`config.mk`:
```
export PLATFORM = sky130hd
export DESIGN_NAME = rotir_top
export DESIGN_NICKNAME = d
export VERILOG_FILES = /design/src/hdl/rotir_pkg.sv /design/src/hdl/rotir_irq_pin.sv /design/src/hdl/rotir_top.sv
export SDC_FILE = /design/constraint.sdc
export NUM_CORES = 1
export LEC_CHECK = 0
export BUFFER_PORTS_ARGS = -buffer_cell sky130_fd_sc_hd__buf_2
export CORE_UTILIZATION = 38
export CTS_CLUSTER_SIZE = 40
export DETAILED_ROUTE_END_ITERATION = 7
export GPL_ROUTABILITY_DRIVEN = 0
export PLACE_DENSITY_LB_ADDON = 0.2
export SYNTH_ARGS = -nofsm -noshare
export SYNTH_HDL_FRONTEND = slang
export SYNTH_SLANG_ARGS = --single-unit
```
`constraint.sdc`:
```
create_clock -name clock -period 4 [get_ports clock]
set_input_delay 0.8 -clock clock [delete_from_list [all_inputs] [get_ports clock]]
set_output_delay 0.8 -clock clock [all_outputs]
set_load 0.01 [all_outputs]
```
`src/hdl/rotir_pkg.sv`:
```
// Constants and types of the trim scheduler and interrupt router.
// Assumes an APB master on the register side and event logic on the same clock.
//
// Summary of operation
// - Slow trim: start run every fourth hour
// - Slow pulses per minute from minute 00
// - Fast trim: start run at every eighth minute from 08 to 56
// - Fast pulses per second from second 00
// - Trim pulse gives interrupt pulse when enabled
// - Two outputs, each with own enable
// - First output open drain, mode field gated
// - Second output push-pull on capture pin
// - Outputs active low, only in interrupt mode
// - Enable register bit layout, all reset zero
// - Mode bit: zero pulse, one level
// - Each trigger gives fresh pulse regardless flag
// - Triggers from all seven sources recognised
// - Pulse cleared by 128 Hz, one-two periods
// - Clearing flag ends pulse early
// - Level output is OR of enabled flags
// - Monitor bit shows any flag set
// - Trim value eight-bit two's complement
// - Rate bit six: zero slow, one fast
// - Trim adds or removes time base ticks
package rotir_pkg;
    localparam int unsigned CLK_HZ = 10_000_000;
    localparam int unsigned TICK_HZ = 128;
    localparam int unsigned TICK_DIV = CLK_HZ / TICK_HZ;
    localparam logic [6:0] SUB_LAST = 7'h7f;
    localparam logic [5:0] SEC_LAST = 6'h3b;
    localparam logic [5:0] MIN_LAST = 6'h3b;
    localparam logic [4:0] HOUR_LAST = 5'h17;
    localparam logic [1:0] SLOW_PERIOD_MASK = 2'h3;
    localparam logic [2:0] FAST_PERIOD_MASK = 3'h7;
    // Register indices; byte address is four times the index.
    localparam logic [7:0] IDX_TRIM = 8'h24;
    localparam logic [7:0] IDX_OSC = 8'h25;
    localparam logic [7:0] IDX_EN_FIRST = 8'h29;
    localparam logic [7:0] IDX_EN_SECOND = 8'h2a;
    localparam logic [7:0] IDX_PIN_IO = 8'h30;
    localparam logic [7:0] IDX_STATUS = 8'h31;
    localparam logic [7:0] IDX_TIME = 8'h32;
    localparam int unsigned OSC_RATE_BIT = 6;
    localparam int unsigned EN_MODE_BIT = 7;
    localparam int unsigned PIN_FIRST_LSB = 0;
    localparam int unsigned PIN_CAPTURE_LSB = 2;
    localparam int unsigned STAT_MON_BIT = 8;
    localparam logic [1:0] FIRST_MODE_IRQ = 2'h2;
    localparam logic [1:0] CAPTURE_FN_IRQ = 2'h1;
    localparam logic [7:0] RESET_BYTE = 8'h00;

    // Bit order matches enable bits 6 down to 0.
    typedef struct packed {
        logic periodic;
        logic trim;
        logic alarm_one;
        logic alarm_two;
        logic capture;
        logic supply_switch;
        logic watchdog;
    } rotir_evt_type;

    typedef struct packed {
        logic [4:0] hour;
        logic [5:0] minute;
        logic [5:0] second;
    } rotir_time_type;
endpackage : rotir_pkg

```
`src/hdl/rotir_irq_pin.sv`:
```
// One interrupt output channel: pulse stretcher and level combiner.
// Assumes triggers are one-cycle pulses and flags are levels on the same clock.
`timescale 1ns/10ps
module rotir_irq_pin (
    input wire logic clock,
    input wire logic rst_n,
    input wire logic tick128,
    input wire logic [7:0] enable,
    input wire rotir_pkg::rotir_evt_type trig,
    input wire rotir_pkg::rotir_evt_type flags,
    output logic active
);
    rotir_pkg::rotir_evt_type hit;
    rotir_pkg::rotir_evt_type src_r;
    logic pulse_r;
    logic armed_r;
    logic level_mode;
    logic held;

    assign level_mode = enable[rotir_pkg::EN_MODE_BIT];
    assign hit = trig & enable[6:0];
    // A trim source has no flag, so it only holds the pulse by itself.
    assign held = |(src_r & (flags | 7'h20));

    ////////////////////////////////////////////////////////////////////////////
    always_ff @(posedge clock) begin
        if (!rst_n) begin
            pulse_r <= 1'b0;
            armed_r <= 1'b0;
            src_r <= '0;
        end else if (|hit) begin
            pulse_r <= 1'b1;
            armed_r <= 1'b0;
            src_r <= hit;
        end else if (pulse_r && (!held || (tick128 && armed_r))) begin
            pulse_r <= 1'b0;
            armed_r <= 1'b0;
            src_r <= '0;
        end else if (pulse_r && tick128) begin
            armed_r <= 1'b1;
        end
    end

    // The trim source is masked out of level mode since it has no flag.
    assign active = level_mode ? |(flags & enable[6:0] & 7'h5f) : pulse_r;
endmodule : rotir_irq_pin

```
`src/hdl/rotir_top.sv`:
```
// Trim pulse scheduler, internal time base and two-pin interrupt router.
// Assumes an APB master on clock and event pulses and flags from local logic.
//
// Added by the designer: the APB register port.
`timescale 1ns/10ps
module rotir_top #(
    parameter int unsigned TICK_DIV = rotir_pkg::TICK_DIV
) (
    input wire logic clock,
    input wire logic rst_n,
    input wire logic psel,
    input wire logic penable,
    input wire logic pwrite,
    input wire logic [11:0] paddr,
    input wire logic [31:0] pwdata,
    output logic [31:0] prdata,
    output logic pready,
    output logic pslverr,
    input wire rotir_pkg::rotir_evt_type evt_trig,
    input wire rotir_pkg::rotir_evt_type evt_flags,
    output logic trim_pulse,
    output logic trim_add,
    output logic irq_out_first_n,
    output logic irq_out_first_oe,
    output logic capture_pin_out,
    output logic capture_pin_oe
);
    logic [7:0] trim_r;
    logic [7:0] osc_r;
    logic [7:0] en_first_r;
    logic [7:0] en_second_r;
    logic [3:0] pin_io_r;
    logic [31:0] div_r;
    logic tick128;
    logic [6:0] sub_r;
    rotir_pkg::rotir_time_type now_r;
    logic [1:0] adj_r;
    logic step;
    logic window;
    logic sec_wrap;
    logic min_wrap;
    logic hour_wrap;
    logic [8:0] mag;
    logic [8:0] left_r;
    logic sign_r;
    logic pulse_r;
    logic add_r;
    rotir_pkg::rotir_evt_type trig_all;
    logic act_first;
    logic act_second;
    logic first_o_r;
    logic second_o_r;
    logic [31:0] rd_r;
    logic err_r;
    logic [7:0] idx;
    logic wr_en;
    logic rd_setup;
    logic refused;
    logic launch;
    logic advance;
    logic first_pin_irq;
    logic capture_pin_irq;

    function automatic logic [8:0] magnitude(input logic [7:0] v);
        logic [8:0] ext;
        ext = {v[7], v};
        magnitude = v[7] ? 9'(-ext) : ext;
    endfunction : magnitude

    function automatic logic mapped(input logic [7:0] i);
        mapped = (i == rotir_pkg::IDX_TRIM) || (i == rotir_pkg::IDX_OSC) ||
                 (i == rotir_pkg::IDX_EN_FIRST) || (i == rotir_pkg::IDX_EN_SECOND) ||
                 (i == rotir_pkg::IDX_PIN_IO) || (i == rotir_pkg::IDX_STATUS) ||
                 (i == rotir_pkg::IDX_TIME);
    endfunction : mapped

    ////////////////////////////////////////////////////////////////////////////
    // APB slave. Read data is captured in the setup cycle so prdata comes
    // from a flop; every transfer completes in its first access cycle.
    assign idx = paddr[9:2];
    // Upper address bits are decoded too, so no register shows up at an alias.
    assign refused = !mapped(idx) || (paddr[1:0] != 2'h0) || (paddr[11:10] != 2'h0);
    assign wr_en = psel && penable && pwrite && !refused;
    assign rd_setup = psel && !penable;
    assign pready = psel && penable;
    assign pslverr = psel && penable && err_r;
    assign prdata = rd_r;

    always_ff @(posedge clock) begin
        if (!rst_n) begin
            err_r <= 1'b0;
        end else if (rd_setup) begin
            err_r <= refused;
        end
    end

    // A refused read returns zero rather than whatever the index aliases to.
    always_ff @(posedge clock) begin
        if (!rst_n) begin
            rd_r <= '0;
        end else if (rd_setup) begin
            if (pwrite || refused) begin
                rd_r <= '0;
            end else if (idx == rotir_pkg::IDX_TRIM) begin
                rd_r <= {24'h0, trim_r};
            end else if (idx == rotir_pkg::IDX_OSC) begin
                rd_r <= {24'h0, osc_r};
            end else if (idx == rotir_pkg::IDX_EN_FIRST) begin
                rd_r <= {24'h0, en_first_r};
            end else if (idx == rotir_pkg::IDX_EN_SECOND) begin
                rd_r <= {24'h0, en_second_r};
            end else if (idx == rotir_pkg::IDX_PIN_IO) begin
                rd_r <= {28'h0, pin_io_r};
            end else if (idx == rotir_pkg::IDX_STATUS) begin
                rd_r <= {23'h0, |evt_flags, left_r[6:0], sign_r};
            end else if (idx == rotir_pkg::IDX_TIME) begin
                rd_r <= {15'h0, now_r};
            end else begin
                rd_r <= '0;
            end
        end
    end

    // Status and time are read-only; a write to them completes and is dropped.
    always_ff @(posedge clock) begin
        if (!rst_n) begin
            trim_r <= rotir_pkg::RESET_BYTE;
        end else if (wr_en && idx == rotir_pkg::IDX_TRIM) begin
            trim_r <= pwdata[7:0];
        end
    end

    always_ff @(posedge clock) begin
        if (!rst_n) begin
            osc_r <= rotir_pkg::RESET_BYTE;
        end else if (wr_en && idx == rotir_pkg::IDX_OSC) begin
            osc_r <= pwdata[7:0];
        end
    end

    always_ff @(posedge clock) begin
        if (!rst_n) begin
            en_first_r <= rotir_pkg::RESET_BYTE;
        end else if (wr_en && idx == rotir_pkg::IDX_EN_FIRST) begin
            en_first_r <= pwdata[7:0];
        end
    end

    always_ff @(posedge clock) begin
        if (!rst_n) begin
            en_second_r <= rotir_pkg::RESET_BYTE;
        end else if (wr_en && idx == rotir_pkg::IDX_EN_SECOND) begin
            en_second_r <= pwdata[7:0];
        end
    end

    always_ff @(posedge clock) begin
        if (!rst_n) begin
            pin_io_r <= '0;
        end else if (wr_en && idx == rotir_pkg::IDX_PIN_IO) begin
            pin_io_r <= pwdata[3:0];
        end
    end

    ////////////////////////////////////////////////////////////////////////////
    // Time base: a 128 Hz enable and a seconds counter of 128 ticks.
    always_ff @(posedge clock) begin
        if (!rst_n) begin
            div_r <= '0;
        end else if (div_r == 32'(TICK_DIV - 1)) begin
            div_r <= '0;
        end else begin
            div_r <= div_r + 32'h1;
        end
    end

    assign tick128 = (div_r == 32'(TICK_DIV - 1));

    // A pending add jumps the sub-second count by two ticks and a pending
    // remove holds it for one, so only individual seconds change length.
    always_ff @(posedge clock) begin
        if (!rst_n) begin
            sub_r <= '0;
        end else if (tick128) begin
            if (adj_r == 2'h1) begin
                sub_r <= sub_r + 7'h2;
            end else if (adj_r == 2'h2) begin
                sub_r <= sub_r;
            end else begin
                sub_r <= sub_r + 7'h1;
            end
        end
    end

    // A pending adjustment is consumed by the next tick; a new pulse wins.
    always_ff @(posedge clock) begin
        if (!rst_n) begin
            adj_r <= 2'h0;
        end else if (pulse_r) begin
            adj_r <= add_r ? 2'h1 : 2'h2;
        end else if (tick128) begin
            adj_r <= 2'h0;
        end
    end

    assign sec_wrap = tick128 && (adj_r != 2'h2) &&
                      (sub_r == rotir_pkg::SUB_LAST || (adj_r == 2'h1 && sub_r == 7'h7e));
    assign min_wrap = sec_wrap && (now_r.second == rotir_pkg::SEC_LAST);
    assign hour_wrap = min_wrap && (now_r.minute == rotir_pkg::MIN_LAST);

    always_ff @(posedge clock) begin
        if (!rst_n) begin
            now_r <= '0;
        end else if (sec_wrap) begin
            now_r.second <= min_wrap ? 6'h0 : now_r.second + 6'h1;
            if (min_wrap) begin
                now_r.minute <= hour_wrap ? 6'h0 : now_r.minute + 6'h1;
            end
            if (hour_wrap) begin
                now_r.hour <= (now_r.hour == rotir_pkg::HOUR_LAST) ? 5'h0 :
                              now_r.hour + 5'h1;
            end
        end
    end

    ////////////////////////////////////////////////////////////////////////////
    // Trim scheduler. Slow mode steps on minutes and triggers entering minute
    // 00 of every fourth hour; fast mode steps on seconds and triggers
    // entering second 00 of every eighth minute from 08 to 56, not of minute 00.
    always_comb begin
        if (osc_r[rotir_pkg::OSC_RATE_BIT]) begin
            step = sec_wrap;
            window = min_wrap &&
                     (((now_r.minute[2:0] + 3'h1) & rotir_pkg::FAST_PERIOD_MASK) == 3'h0);
        end else begin
            step = min_wrap;
            window = hour_wrap &&
                     (((now_r.hour[1:0] + 2'h1) & rotir_pkg::SLOW_PERIOD_MASK) == 2'h0);
        end
    end

    assign mag = magnitude(trim_r);

    // A zero magnitude starts no run, so an unprogrammed trim costs nothing.
    assign launch = window && (mag != 9'h0);
    assign advance = step && (left_r != 9'h0);

    // The magnitude is latched at the trigger, so a write during a run only
    // takes effect at the next trigger.
    always_ff @(posedge clock) begin
        if (!rst_n) begin
            left_r <= '0;
        end else if (launch) begin
            left_r <= mag - 9'h1;
        end else if (advance) begin
            left_r <= left_r - 9'h1;
        end
    end

    always_ff @(posedge clock) begin
        if (!rst_n) begin
            sign_r <= 1'b0;
        end else if (launch) begin
            sign_r <= !trim_r[7];
        end
    end

    always_ff @(posedge clock) begin
        if (!rst_n) begin
            add_r <= 1'b0;
        end else if (launch) begin
            add_r <= !trim_r[7];
        end else if (advance) begin
            add_r <= sign_r;
        end
    end

    always_ff @(posedge clock) begin
        if (!rst_n) begin
            pulse_r <= 1'b0;
        end else begin
            pulse_r <= launch || advance;
        end
    end

    assign trim_pulse = pulse_r;
    assign trim_add = add_r;

    ////////////////////////////////////////////////////////////////////////////
    // Interrupt routing.
    always_comb begin
        trig_all = evt_trig;
        trig_all.trim = pulse_r;
    end

    rotir_irq_pin u_first (
        .clock(clock),
        .rst_n(rst_n),
        .tick128(tick128),
        .enable(en_first_r),
        .trig(trig_all),
        .flags(evt_flags),
        .active(act_first)
    );

    rotir_irq_pin u_second (
        .clock(clock),
        .rst_n(rst_n),
        .tick128(tick128),
        .enable(en_second_r),
        .trig(trig_all),
        .flags(evt_flags),
        .active(act_second)
    );

    assign first_pin_irq = (pin_io_r[rotir_pkg::PIN_FIRST_LSB +: 2] ==
                            rotir_pkg::FIRST_MODE_IRQ);
    assign capture_pin_irq = (pin_io_r[rotir_pkg::PIN_CAPTURE_LSB +: 2] ==
                              rotir_pkg::CAPTURE_FN_IRQ);

    always_ff @(posedge clock) begin
        if (!rst_n) begin
            first_o_r <= 1'b0;
        end else begin
            first_o_r <= act_first && first_pin_irq;
        end
    end

    // The second channel runs even while the pin serves another function,
    // so switching the pin over shows the current state at once.
    always_ff @(posedge clock) begin
        if (!rst_n) begin
            second_o_r <= 1'b0;
        end else begin
            second_o_r <= act_second;
        end
    end

    // Open drain: the pin is only ever pulled low.
    assign irq_out_first_n = 1'b0;
    assign irq_out_first_oe = first_o_r;
    assign capture_pin_oe = capture_pin_irq;
    assign capture_pin_out = !second_o_r;
endmodule : rotir_top

```
==> results.py <==
metrics = {
    "yosys": {
        "syn_avg_cell_area_um2": 8.772,
        "syn_inst": 839,
        "async_reset_ff_frac": 0,
        "ys.flop_type": "dfxtp_1",
        "ys_seq_area_frac": 0.3917,
        "ys_warn_count": 0,
        "ys_types": 67,
        "synth_seq_cells": 144,
        "synth-xor-area-share": 0.06902,
        "synth_edf_count": 0,
        "post_synth_instance_area_um2": 7360,
        "synthMuxAreaShare": 0.06681,
        "synth_simple_gate_area_frac": 0.2564,
        "synth_adder_area_share": 0.02380,
        "synth_top_family_by_area": "simple AND/OR/NAND/NOR gates",
        "synth_compound_area_frac": 0.1443,
    },
    "clocking": {
        "cts_resized": 0,
        "post_cts_buffers": 0,
        "ctsLongestPathBuffers": 2,
        "cts_buffers": 17,
        "htree_levels": 4,
        "insertion_delay_ps": 420,
        "clock-sinks": 144,
        "cts_hold_buf": 0,
        "clk_pin_slew_ps": 70,
        "cts_tree": "yes",
        "clockRootBuffer": "clkbuf_16",
    },
    "critical_path": {
        "path_class": "reg2reg",
        "cpMostUsedCell": "ha_1",
        "cpMaxStageDelayCell": "or3b_1",
        "rr_worst_depth": 12,
        "ff2ff_setup_slack_ps": 450,
        "arrival_ps": 3890,
        "reg2reg_to": "left_r[4]",
        "worstReg2RegStart": "trim_r[0]",
        "cp-end-kind": "flop",
        "cp_slowest_stage_delay_ps": 510,
        "path_max_fanout": 9,
        "required_ps": 4340,
        "crit_chain": "inv_1, ha_1, or3b_1, and3_1, o311ai_4, nand4_1, a21oi_1, ha_1, nor3b_1, and4_1, nor3_1, a211oi_1",
        "crit_path_start_kind": "flop",
    },
    "timing": {
        "tns_ps": 0,
        "relSlewSlack": 0.3291,
        "tightestPinTransition_ps": 1004,
        "final_max_slew_viol_count": 0,
        "hold_viol_final": 0,
        "finClkSkew_ps": 13.71,
        "period_share": 0.8878,
        "rsz0062_at_grt": "no",
        "max_freq_mhz": 281.6,
        "setup_viol": 0,
        "fin_crit_ps": 3551,
    },
    "detailed_routing": {
        "route.met2.wl_mm": 8.644,
        "drc": 0,
        "dr_wl_met3_mm": 1.074,
        "wire_per_inst_um": 16.49,
        "num_vias": 6279,
        "drtPass1Iterations": 8,
        "drtAntennaViolNets": 0,
        "wl_met1_mm": 9.219,
        "wirelength_mm": 19.18,
        "drt_iter0_drc": 358,
        "top_layer": "met4",
        "avgViaCountPerCell": 5.399,
    },
    "placement": {
        "placedInstanceArea_um2": 7833,
        "dp_cells": 1130,
        "hpwlAfterDp_mm": 14.07,
        "port_buffers": 61,
    },
    "pwr": {
        "powerDensity_nw_per_um2": 393.7,
        "p_leak_nw": 3.409,
        "ir_drop_v": 0.0002843,
    },
    "min_path": {
        "hold_depth": 1,
        "min_to": "prdata[1]",
        "hold_path_startpoint": "prdata[1]",
        "min_path_type": "reg2reg",
    },
    "finish": {
        "stdcell_area_um2": 8511,
        "n_fill_cell": 1848,
        "stdcell_count": 1163,
        "area_delta_synth_final_pct": 15.64,
        "layout-drive-gt1-share": 0.1408,
        "nNetsFinal": 966,
    },
    "flow_run": {
        "maxCapViolCount": 0,
    },
    "global_routing": {
        "gr-usage-all-layers": 0.2010,
        "antenna_found_initial": 1,
        "grt_pass1_wl_mm": 31.06,
        "grt_overflow": 0,
        "grt_pass1_vias": 5851,
        "grt_max_degree": 48,
    },
    "die": {
        "coreArea_um2": 18830,
        "dieWidth_um": 141.2,
        "io_pins": 103,
        "die-area_um2": 19930,
        "initial_core_util": 0.3908,
        "rows": 50,
        "die_y_um": 141.2,
    },
    "run_status": {
        "status": "finished, final reports clean",
    },
}
[flip-flops by register name, summed over array words and instances (netlist names)]
register          flops
div_r                32
now_r                17
prdata               17
left_r                9
en_first_r            8
en_second_r           8
osc_r                 8
trim_r                8
sub_r                 7
u_first.src_r         7
u_second.src_r        7
pin_io_r              4
adj_r                 2
err_r                 1
irq_out_first_oe      1
second_o_r            1
sign_r                1
trim_add              1
trim_pulse            1
u_first.armed_r       1
u_first.pulse_r       1
u_second.armed_r      1
u_second.pulse_r      1
[critical path, delay by kind of cell (launching register included)]
family | cells | cell delay [ps]
flip-flops | 1 | 380
adder cells (fa/ha/maj) | 2 | 480
buffers and inverters | 1 | 130
AND/OR/NAND/NOR | 6 | 1730
AO/OA/AOI/OAI | 3 | 760
[where the power goes]
group / internal, mW / total (mW) / switching [mW]
Clock: 1.19 / 1.81 / 0.621
Sequential: 1.44 / 1.44 / 0.00374
Combinational: 0.0266 / 0.101 / 0.0743
Total: 2.65 / 3.35 / 0.699
[layout by cell type (no fill, tap or decap), drive strengths merged, types with 5 or more instances in the layout]
cell and count:
ha 14, a222oi 11, dfxtp 144, nand4 26, o21ai 25, nor2 118
inv 19, a21o 8, nand2 56, buf 70, clkbuf 19, bufinv 6
a22oi 22, a22o 8, and4 6, conb 16, nand2b 11, nor4 18
mux2i 48, a31oi 7, nor3 17, xor2 29, nand3 26, or3 8
nor3b 8, a211oi 6, nor2b 11, xnor2 29, and2 5, a21oi 39
and3 19
[layout make-up]
class                           count  area [um2]  share of cell area
Antenna cell                        1       2.502           0.0002940
Clock buffer                       19       442.9             0.05204
Clock inverter                     13       232.7             0.02734
Inverter                           18       67.56            0.007939
Multi-Input combinational cell    638        4184              0.4916
Sequential cell                   144        2883              0.3387
Tap cell                          260       325.3             0.03822
Timing Repair Buffer               70       372.9             0.04381
[logic make-up (layout without fill, tap and decap cells)]
family          count (synthesis)  count (layout)
xor+xnor                       58              58
mux                            49              49
fa+ha+maj                      14              14
compound gates                154             154
flops                         144             144
buf+inv                        72             120
simple gates                  347             347
other cells                     1              17
[worst max-delay path by stage]
stage               cells past startpoint         to       from
detailed placement                     12  left_r[4]  trim_r[0]
global placement                       12  left_r[4]  trim_r[0]
CTS                                    12  left_r[4]  trim_r[0]
global route                           12  left_r[4]  trim_r[0]
finish                                 12  left_r[4]  trim_r[0]
floorplan                              15  left_r[4]  trim_r[1]
[synthesized netlist by cell type, types with 15 or more instances]
cell | number | area (um2)
dfxtp_1 | 144 | 2883
nor2_1 | 118 | 442.9
nand2_1 | 55 | 206.5
mux2i_1 | 48 | 480.5
a21oi_1 | 38 | 190.2
xnor2_1 | 29 | 254.0
xor2_1 | 29 | 254.0
clkbuf_1 | 25 | 93.84
nand4_1 | 25 | 156.4
o21ai_0 | 25 | 125.1
a22oi_1 | 22 | 165.2
nand3_1 | 22 | 110.1
and3_1 | 19 | 118.9
inv_1 | 17 | 63.81
buf_4 | 16 | 120.1
nor3_1 | 15 | 75.07
[per-stage QoR]
stage          total power [mW]    util  worst slack (ps)  hold WS (ps)
4_1_cts                   3.385  0.4518             453.4         455.0
5_1_grt                   3.461  0.4520             183.6         469.5
3_3_place_gp              1.573  0.4159             510.0         435.0
2_1_floorplan             1.536       -             802.7         420.4
3_5_place_dp              1.573  0.4159             463.8         435.1
6_report                  3.350  0.4520             448.7         449.7
[metal layers]
metal	vias up	GRT usage
met3	19	0.04008
met5	-	0
met4	0	0.06007
li1	3109	-
met1	2962	0.2817
met2	189	0.3098
No activity file was read; power rests on OpenSTA's default activity.
